==> config.mk <==
export PLATFORM = sky130hd
export DESIGN_NAME = tbdt_top
export DESIGN_NICKNAME = d
export VERILOG_FILES = /design/src/verilog/tbdt_pkg.sv /design/src/verilog/tbdt_delay.sv /design/src/verilog/tbdt_top.sv
export SDC_FILE = /design/constraint.sdc
export NUM_CORES = 1
export LEC_CHECK = 0
export BUFFER_PORTS_ARGS = -buffer_cell sky130_fd_sc_hd__buf_2
export CORE_UTILIZATION = 63
export DETAILED_ROUTE_END_ITERATION = 10
export PLACE_DENSITY = 0.84
export SLEW_MARGIN = 20
export SYNTH_ARGS = -nofsm -noshare
export SYNTH_HDL_FRONTEND = slang
export SYNTH_SLANG_ARGS = --single-unit
==> constraint.sdc <==
create_clock -name sys_clk -period 6.34 [get_ports sys_clk]
set_clock_uncertainty 0.15 [all_clocks]
set_input_delay 0 -clock sys_clk [delete_from_list [all_inputs] [get_ports sys_clk]]
set_output_delay 0 -clock sys_clk [all_outputs]
set_load 0.03 [all_outputs]
==> src/verilog/tbdt_pkg.sv <==
// Purpose: Shared constants and carrier types of the terminal board delay timers.
// Assumes: 125 MHz system clock; jumpers and switches are static pins.
// Notes:   Seconds prescaler is derived from the clock rate below.
package tbdt_pkg;
    localparam int unsigned CLK_HZ        = 125000000;  // System clock rate in Hz
    localparam int unsigned UNIT_S        = 1;          // Length of a seconds unit in s
    localparam int unsigned SEC_CYCLES    = CLK_HZ * UNIT_S; // Clock cycles per second
    localparam int          DLY_W         = 7;          // Switch field width
    localparam int          PRE_W         = 27;         // Prescaler counter width
    localparam logic [6:0]  DLY_DEFAULT   = 7'h01;      // Factory setting, one unit
    localparam logic [6:0]  DLY_ZERO      = 7'h00;      // Cleared count
    localparam int          NCH           = 3;          // Number of delay channels
    localparam int          CH_START      = 0;          // Start hold channel index
    localparam int          CH_AUX        = 1;          // Auxiliary contact channel index
    localparam int          CH_CAP        = 2;          // Capacitor contact channel index

    // Unit selection of one channel; seconds is the factory choice
    typedef enum logic [1:0] {
        TBDT_UNIT_SEC = 2'b01,
        TBDT_UNIT_CYC = 2'b10
    } tbdt_unit_t;

    // Indicator lamps as one group
    typedef struct packed {
        logic start_led;
        logic fault_led;
        logic fuse_led;
        logic cap_on_led;
        logic timed_out_led;
    } tbdt_led_t;

    // Relay outputs as one group
    typedef struct packed {
        logic start_now;
        logic start_delayed;
        logic aux_contact;
        logic cap_contact;
        logic fault_relay;
        logic fuse_relay;
        logic trip_relay;
    } tbdt_relay_t;
endpackage : tbdt_pkg

==> src/verilog/tbdt_delay.sv <==
// Purpose: One delay channel counting seconds or line cycles up to 127 units.
// Assumes: Tick pulses are single-cycle enables on sys_clk.
// Notes:   Output falls at once when the trigger goes away.
module tbdt_delay
    import tbdt_pkg::*;
(
    input  wire logic              sys_clk,
    input  wire logic              sys_rst,
    input  wire logic              trigger,
    input  wire logic              unit_cycles,
    input  wire logic [DLY_W-1:0]  length,
    input  wire logic              sec_tick,
    input  wire logic              cyc_tick,
    output logic                   expired
);
    // Channel state
    typedef struct packed {
        logic [DLY_W-1:0] count;  // Units elapsed
        logic             done;   // Delay has run out
    } tbdt_dly_st_t;

    tbdt_dly_st_t st_q;  // Registered state
    tbdt_dly_st_t st_d;  // Next state
    logic         tick;  // Unit pulse of the chosen base

    // Choose unit base per jumper
    assign tick = unit_cycles ? cyc_tick : sec_tick;

    // Next-state logic
    always_comb begin
        st_d = st_q;
        if (!trigger) begin
            // Trigger gone: clear count and output
            st_d.count = DLY_ZERO;
            st_d.done  = 1'b0;
        end else if (!st_q.done) begin
            if (st_q.count >= length) begin
                st_d.done = 1'b1;  // Sum of switch weights reached
            end else if (tick) begin
                st_d.count = st_q.count + 7'h01;  // One unit per tick
            end
        end
    end

    // State register
    always_ff @(posedge sys_clk or posedge sys_rst) begin
        if (sys_rst) begin
            st_q <= '0;
        end else begin
            st_q <= st_d;
        end
    end

    assign expired = st_q.done;

    // Output never stands without its trigger one cycle earlier
    dly_clear_a: assert property (@(posedge sys_clk) disable iff (sys_rst)
        !$past(trigger) |-> !expired)
        else $error("delay output stood after trigger removal");

    // Expiry only after the full count
    dly_count_a: assert property (@(posedge sys_clk) disable iff (sys_rst)
        $rose(expired) |-> ($past(st_q.count) >= $past(length)))
        else $error("delay expired early");
endmodule : tbdt_delay

==> src/verilog/tbdt_top.sv <==
// Purpose: Start, auxiliary and capacitor delay timers with indicator lamps.
// Assumes: All field inputs are asynchronous and are synchronised here.
// Notes:   Jumpers and switch fields are read live; change them only while idle.
module tbdt_top
    import tbdt_pkg::*;
(
    input  wire logic              sys_clk,
    input  wire logic              sys_rst,
    input  wire logic              start_cmd,
    input  wire logic              bypass_closed,
    input  wire logic              fault_in,
    input  wire logic              fuse_open,
    input  wire logic              reset_key,
    input  wire logic              line_sync,
    input  wire logic              start_delay_cycle_jumper,
    input  wire logic              start_delay_second_jumper,
    input  wire logic              aux_delay_cycle_jumper,
    input  wire logic              aux_delay_second_jumper,
    input  wire logic              capacitor_delay_cycle_jumper,
    input  wire logic              capacitor_delay_second_jumper,
    input  wire logic [DLY_W-1:0]  start_delay_switch_field,
    input  wire logic [DLY_W-1:0]  aux_delay_switch_field,
    input  wire logic [DLY_W-1:0]  capacitor_delay_switch_field,
    output tbdt_pkg::tbdt_relay_t  relay,
    output tbdt_pkg::tbdt_led_t    led
);
    import tbdt_pkg::*;

    localparam int NIN = 5 + 6 + 3 * DLY_W + 1;  // Synchronised input bits

    // Whole top-level state in one record
    typedef struct packed {
        logic [NIN-1:0]   s1;        // First sync stage, read only by s2
        logic [NIN-1:0]   s2;        // Second sync stage
        logic             sync_d1;   // Previous line-sync level for edge find
        logic [PRE_W-1:0] pre;       // Seconds prescaler
        logic             sec_tick;  // One-second enable
        logic             cyc_tick;  // Line-cycle enable
        logic             trip;      // Latched trip
        logic             key_d1;    // Previous reset key level
        tbdt_relay_t      relay;     // Relay outputs
        tbdt_led_t        led;       // Lamp outputs
    } tbdt_st_t;

    tbdt_st_t         st_q;       // Registered state
    tbdt_st_t         st_d;       // Next state
    logic [NIN-1:0]   raw;        // Unsynchronised field inputs
    logic             s_start;    // Synchronised start command
    logic             s_bypass;   // Synchronised bypass closed
    logic             s_fault;    // Synchronised fault
    logic             s_fuse;     // Synchronised fuse or disconnect open
    logic             s_key;      // Synchronised reset key
    logic             s_line;     // Synchronised line sync
    logic [5:0]       s_jmp;      // Synchronised jumpers
    logic [DLY_W-1:0] s_len [NCH];// Synchronised switch fields
    logic [NCH-1:0]   unit_cyc;   // Per channel: cycles selected
    logic [NCH-1:0]   trig;       // Per channel trigger
    logic [NCH-1:0]   expd;       // Per channel expired

    // Gather all pins into one bus for the synchroniser
    assign raw = {line_sync, start_cmd, bypass_closed, fault_in, fuse_open, reset_key,
                  capacitor_delay_second_jumper, capacitor_delay_cycle_jumper,
                  aux_delay_second_jumper, aux_delay_cycle_jumper,
                  start_delay_second_jumper, start_delay_cycle_jumper,
                  capacitor_delay_switch_field, aux_delay_switch_field,
                  start_delay_switch_field};

    // Split the second stage back into named signals
    assign s_len[CH_START] = st_q.s2[DLY_W-1:0];
    assign s_len[CH_AUX]   = st_q.s2[2*DLY_W-1:DLY_W];
    assign s_len[CH_CAP]   = st_q.s2[3*DLY_W-1:2*DLY_W];
    assign s_jmp           = st_q.s2[3*DLY_W+5:3*DLY_W];
    assign s_key           = st_q.s2[3*DLY_W+6];
    assign s_fuse          = st_q.s2[3*DLY_W+7];
    assign s_fault         = st_q.s2[3*DLY_W+8];
    assign s_bypass        = st_q.s2[3*DLY_W+9];
    assign s_start         = st_q.s2[3*DLY_W+10];
    assign s_line          = st_q.s2[3*DLY_W+11];

    // Cycles only when its jumper is fitted and the seconds jumper is not;
    // seconds otherwise, so a missing jumper falls back to the factory choice
    assign unit_cyc[CH_START] = s_jmp[0] & ~s_jmp[1];
    assign unit_cyc[CH_AUX]   = s_jmp[2] & ~s_jmp[3];
    assign unit_cyc[CH_CAP]   = s_jmp[4] & ~s_jmp[5];

    // Start channel follows the command; contact channels follow bypass closure,
    // which itself comes after the processor's own setpoint delay
    assign trig[CH_START] = s_start;
    assign trig[CH_AUX]   = s_bypass;
    assign trig[CH_CAP]   = s_bypass;

    // Three identical delay channels
    genvar g;
    generate
        for (g = 0; g < NCH; g++) begin : g_ch
            tbdt_delay u_dly (
                .sys_clk     (sys_clk),
                .sys_rst     (sys_rst),
                .trigger     (trig[g]),
                .unit_cycles (unit_cyc[g]),
                .length      (s_len[g]),
                .sec_tick    (st_q.sec_tick),
                .cyc_tick    (st_q.cyc_tick),
                .expired     (expd[g])
            );
        end
    endgenerate

    // Next-state logic
    always_comb begin
        st_d          = st_q;
        st_d.s1       = raw;
        st_d.s2       = st_q.s1;
        st_d.sync_d1  = s_line;
        st_d.key_d1   = s_key;
        // One line cycle per rising edge of the sync input
        st_d.cyc_tick = s_line & ~st_q.sync_d1;
        // Seconds prescaler from the system clock
        if (st_q.pre == PRE_W'(SEC_CYCLES - 1)) begin
            st_d.pre      = '0;
            st_d.sec_tick = 1'b1;
        end else begin
            st_d.pre      = st_q.pre + PRE_W'(1);
            st_d.sec_tick = 1'b0;
        end
        // Trip latch: a standing fault wins over the reset key
        if (s_fault) begin
            st_d.trip = 1'b1;
        end else if (s_key & ~st_q.key_d1) begin
            st_d.trip = 1'b0;
        end
        // Relay outputs
        st_d.relay.start_now     = s_start;
        st_d.relay.start_delayed = expd[CH_START];
        st_d.relay.aux_contact   = expd[CH_AUX];
        st_d.relay.cap_contact   = expd[CH_CAP];
        st_d.relay.fault_relay   = s_fault;
        st_d.relay.fuse_relay    = s_fuse;
        st_d.relay.trip_relay    = st_d.trip;
        // Lamps
        st_d.led.start_led       = s_start;
        st_d.led.fault_led       = s_fault | st_d.trip;
        st_d.led.fuse_led        = s_fuse;
        st_d.led.cap_on_led      = expd[CH_CAP];
        st_d.led.timed_out_led   = expd[CH_AUX];
    end

    // State register; the switch sync stages come out of reset at one unit
    // so that a channel read before the first capture still has its default
    always_ff @(posedge sys_clk or posedge sys_rst) begin
        if (sys_rst) begin
            st_q    <= '0;
            st_q.s1 <= {{(NIN-3*DLY_W){1'b0}}, DLY_DEFAULT, DLY_DEFAULT, DLY_DEFAULT};
            st_q.s2 <= {{(NIN-3*DLY_W){1'b0}}, DLY_DEFAULT, DLY_DEFAULT, DLY_DEFAULT};
        end else begin
            st_q <= st_d;
        end
    end

    assign relay = st_q.relay;
    assign led   = st_q.led;

    // Delayed start never stands without the command
    start_hold_a: assert property (@(posedge sys_clk) disable iff (sys_rst)
        relay.start_delayed |-> $past(s_start, 2))
        else $error("delayed start without command");

    // Capacitor lamp mirrors its contacts
    cap_lamp_a: assert property (@(posedge sys_clk) disable iff (sys_rst)
        led.cap_on_led == relay.cap_contact)
        else $error("capacitor lamp mismatch");

    // Timed-out lamp mirrors aux contacts
    aux_lamp_a: assert property (@(posedge sys_clk) disable iff (sys_rst)
        led.timed_out_led == relay.aux_contact)
        else $error("timed-out lamp mismatch");

    // Aux contacts need bypass closed
    aux_bypass_a: assert property (@(posedge sys_clk) disable iff (sys_rst)
        relay.aux_contact |-> $past(s_bypass, 2))
        else $error("aux contacts without bypass");

    // Fault relay follows fault one cycle later
    fault_relay_a: assert property (@(posedge sys_clk) disable iff (sys_rst)
        s_fault |=> relay.fault_relay && relay.trip_relay && led.fault_led)
        else $error("fault relay missed a fault");

    // Reset key press without fault releases trip
    trip_clear_a: assert property (@(posedge sys_clk) disable iff (sys_rst)
        (s_key && !st_q.key_d1 && !s_fault) |=> !relay.trip_relay)
        else $error("reset key did not release trip");

    // Start lamp and immediate relay follow command
    start_lamp_a: assert property (@(posedge sys_clk) disable iff (sys_rst)
        s_start |=> led.start_led && relay.start_now)
        else $error("start lamp missed command");

    // Fuse lamp follows disconnect input
    fuse_lamp_a: assert property (@(posedge sys_clk) disable iff (sys_rst)
        s_fuse |=> led.fuse_led)
        else $error("fuse lamp missed");
endmodule : tbdt_top

## Word-level counts from Yosys, hierarchy flattened

Cells that the tools add are included.

- Register bits after elaboration: 129
- Bits of input ports: 35
- Output and inout bits: 12
- Word-level logic and storage cells: 73

- Add/subtract/negate cells: 4
- $lt $le $gt $ge: 3
- Equal/unequal tests: 10
- Muxes and demuxes: 21
- Bitwise logic cells: 11
- Reductions and logical operators: 3

Operator list:

| operator | count |
|---|---|
| 2-to-1 mux 8 bit | 6 |
| 2-to-1 mux 7 bit | 6 |
| 2-to-1 mux 28 bit | 1 |
| adder 27 x 1 -> 27 bit (second input constant) | 1 |
| equality test 27 bit (second input constant) | 1 |
| adder 7 x 1 -> 7 bit (second input constant) | 3 |
| >= comparator 7 bit | 3 |
| != test 2 bit (second input constant) | 6 |
| AND reduction 3 bit | 3 |
| 2-to-1 mux 1 bit | 8 |
| != test 2 x 1 -> 1 bit (second input constant) | 3 |
| bitwise AND 1 bit | 5 |
| NOT 1 bit | 5 |
| OR 1 bit | 1 |

## Depth between registers and ports, before layout

- Depth after elaboration: 7
- Gate-level depth with buffers: 8
- Gate-level depth less buffers: 7

## Hierarchy

From an unflattened synthesis, not the netlist that was laid out.

- Cell total of the unflattened synthesis: 441
- Area total of the unflattened synthesis: 5351.4 µm²

By module, submodules not included:

| module | instances | cells an instance | area an instance (µm²) | seq. area each (µm²) |
|---|---|---|---|---|
| tbdt_top | 1 | 234 | 3468.3 | 2610.0 |
| tbdt_delay at g_ch[0].u_dly ... | 2 | 69 | 630.6 | 200.2 |
| tbdt_delay at g_ch[2].u_dly | 1 | 69 | 621.8 | 200.2 |

## Worst setup path after synthesis

Ideal clock, no wire load.

- Kind: register -> register
- Start: register g_ch[1].u_dly.st_q[3] in the netlist's numbering
- End: register g_ch[1].u_dly.st_q[3] in the netlist's numbering
- Setup time: 87 ps
- Data arrival time: 1788 ps
- Data required time: 6103 ps
- Path slack: 4315 ps
- Stages on the path, launching flop included: 7
- Buffers on the path: 0
- Clock period less this slack: 2025 ps
- Cell sequence: dfrtp_1 > ha_1 > a211o_1 > a31oi_1 > o21ai_1 > or2_2 > o211ai_1

- Cells in the longest elaborated chain, start to end: 5
- Elaborated cells on any way between the ends: 8
- Those cells by class: add/sub: 1; order compare: 1; eq/ne: 1; mux: 4; reduce/logical: 1

RTL lines:

| what | RTL line | text |
|---|---|---|
| from (decl) | tbdt_delay.sv:22 | `tbdt_dly_st_t st_q;` |
| from (signal assigned) | tbdt_delay.sv:50 | `st_q <= st_d;` |
| adder 7 x 1 -> 7 bit | tbdt_delay.sv:40 | `st_d.count = st_q.count + 7'h01;` |
| 2-to-1 mux 7 bit | tbdt_delay.sv:39 | `end else if (tick) begin` |
| 2-to-1 mux 7 bit | tbdt_delay.sv:37 | `if (st_q.count >= length) begin` |
| 2-to-1 mux 8 bit | tbdt_delay.sv:36 | `end else if (!st_q.done) begin` |
| 2-to-1 mux 8 bit | tbdt_delay.sv:32 | `if (!trigger) begin` |

Several ways; a longest one is shown, not always the timed one. The select of a mux whose other input is x is not followed.
A chain may end at the register's enable or synchronous reset.

## Final worst setup path

- Start: register st_q, in the netlist s_bypass
- End: register g_ch[1].u_dly.st_q[7] in the netlist's numbering

- Cells in the longest elaborated chain, start to end: 2
- Elaborated cells on any way between the ends: 5
- Those cells by class: eq/ne: 3; mux: 1; reduce/logical: 1

RTL lines:

| what | RTL line | text |
|---|---|---|
| from (decl) | tbdt_top.sv:45 | `tbdt_st_t st_q;` |
| from (signal assigned) | tbdt_top.sv:156 | `st_q <= st_d;` |
| != test 2 bit (no source line) or != test 2 x 1 -> 1 bit (tied branches) | n/a |  |
| AND reduction 3 bit (no source line) | n/a |  |

Several ways; a longest one is shown, not always the timed one.

==> out/results.tsv <==
metric	value	unit
FF+latch count, synth	128	
Final ANT Viol Nets	0	
synthesized instance count	439	
Initial Utilization	0.664	
worst min path class	input pin to flip-flop	
max-capacitance violation count	0	
setup bufs post-CTS	0	
cell depth of the worst hold path	2	
LEAKAGE	3.14	nW
CTS Buf Count	17	
total global-route track usage	0.323	
asr flop ratio synth	1.00	
global-route wire length before repair	20.9	mm
DIE AREA	0.00864	mm2
DRC Markers	0	
Clock Latency Late Sink	0.52	ns
syn_nets	499	
drt first pass iters	5	
Worst Path Required	6.54	ns
I/O Buffers	46	
pre-CTS setup slack	4.02	ns
hold slack	0.00774	ns
share of post-route cells with drive strength above 1	0.153	
clock slew at reported path FFs	0.06	ns
R2R Setup Slk	3.80	ns
number of synthesis warnings	0	
Via density	6.03	
end-of-flow core utilization	0.850	
setup TNS	0	ns
Hold Buf Count CTS	65	
Max FO, Critical Path	18	
Max Clk Rate	393	MHz
Vias	4043	
clock tree buffer depth	2	
clk sinks	128	
CTS root buffer	clkbuf_8	
Synth area leader	dfrtp_1	
top-area cell type share of the netlist area	0.586	
core area	0.00785	mm2
HPWL Detailed	6.03	mm
sequential area share after synthesis	0.616	
Slew HR	0.380	
Final min period	2.54	ns
CP Capture Type	flip-flop	
mapped cell area	0.00521	mm2
Layout fillers	378	
synthesized area per cell	11.9	um2
most common cell in the synthesized netlist	dfrtp_1	
Arrival @ worst endpoint	2.74	ns
ANT cells	0	
Critical path origin	s_bypass$_DFF_PP0_	
Hold EP	st_d[62]$_DFF_PP0_	
Placer Congestion	0.844	
main flop type after synthesis	dfrtp_1	
Setup Crit Path Kind	flip-flop to flip-flop	
antenna violations before repair	0	
vias in the first global route	4280	
# IOs	47	
Startpoint Class	flip-flop	
H-tree Lvls	4	
top cells by area, synth	dfrtp_1, ha_1, nand3_1	
endpoints failing setup	0	
nets	615	
grt ovf	0	
FF-to-FF path depth	4	
status	complete, no violations	
hold_sp	capacitor_delay_switch_field[4]	
largest net degree at the start of global routing	66	
Slew @ Worst Pin	0.925	ns
Total Wirelength	12.5	mm
Syn-to-layout area delta	27.9	%
Die Wd	93.0	um
number of synthesized flops with an enable pin	0	
RSZ-0062 raised after global routing	no	
worst r2r src	s_bypass$_DFF_PP0_	
final-report hold violation count	0	
Rows	32	
count of pins over their slew limit	0	
Final WS setup	3.80	ns
Final Cycle Share	0.401	
Iter 0 DRT Violations	309	
Die Ht	93.0	um
WL per Instance	18.7	um
TritonCTS clock tree	yes	
pwr dens	285	mW/mm2
Gates resized, CTS repair	0	
list of most frequent post-synthesis cells	dfrtp_1, nand3_1, inv_1	
total power	1.90	mW
peak supply drop	0.000275	V
reg2reg end	g_ch[1].u_dly.st_q[7]$_DFFE_PP0P_	
Cell variety after synth	46	
-- worst max path at each step --
stage / end / slack (ns) / cells past startpoint
CTS: st_q[41]$_DFF_PP0_ / 4.02 / 4
global route: g_ch[1].u_dly.st_q[7]$_DFFE_PP0P_ / 3.66 / 4
finish: g_ch[1].u_dly.st_q[7]$_DFFE_PP0P_ / 3.80 / 4
floorplan: g_ch[0].u_dly.expired$_DFF_PP0_ / 2.79 / 1
global placement: st_q[32]$_DFF_PP0_ / 4.11 / 4
detailed placement: st_q[41]$_DFF_PP0_ / 4.02 / 4
-- worst max-delay path, stage by stage, from the launching register on --
cell and delay (ns):
dfrtp_1 0.71, inv_1 0.29, a211oi_1 0.79, or2_2 0.28, o221ai_1 0.15
-- state kept, by name (all words and copies together), names as in the netlist, 2 cells and up --
signal and cells:
st_q 31, relay 2, led 5, st_d 33, s_jmp 6, g_ch.u_dly.expired 3
s_len 21, g_ch.u_dly.st_q 21
-- through the flow --
stage          instance area [um2]  std cells
2_1_floorplan                 5210        439
3_3_place_gp                  5470        572
3_5_place_dp                  5470        572
4_1_cts                       6660        669
5_1_grt                       6670        670
6_report                      6670        670
-- routing by layer --
metal	up-vias	GRT usage	wire length, um
li1	1771	-	-
met1	1977	0.386	4680
met2	239	0.548	6510
met3	56	0.0829	850
met4	0	0.154	461
met5	-	0	0
-- cells by family after synthesis --
kind of cell / share of synthesized area
AND/OR/NAND/NOR: 0.158
flip-flops: 0.616
AO/OA/AOI/OAI: 0.0768
buffers and inverters: 0.0447
adder cells (fa/ha/maj): 0.0600
XOR/XNOR: 0.0387
multiplexers: 0.00600
-- report_power, final --
part / switching (mW) / internal (mW)
registers: 0.0222 / 0.850
logic: 0.0650 / 0.0594
clock network: 0.340 / 0.565
-- cell type report --
class,instances,area (um2),area share
repair buffers,113,898,0.135
well taps,102,128,0.0191
inverters,32,123,0.0184
flip-flops and latches,128,3210,0.482
multi-input cells,263,1770,0.265
clock buffers,24,450,0.0676
clock inverters,8,90.1,0.0135
-- layout by cell type, fill, tap and decap left out, types with 7 or more instances in the layout --
cell / n
dfrtp_1: 122
dlygate4sd3_1: 66
buf_2: 46
nand3_1: 38
inv_1: 31
nor2_1: 26
ha_1: 25
nand2_1: 20
o21ai_0: 19
clkbuf_16: 16
nand4_1: 14
xnor2_1: 12
xor2_1: 11
nor3_1: 9
o211ai_1: 8
and3_1: 8
or3_1: 7
Note: power is estimated with default switching activity, not from simulation.
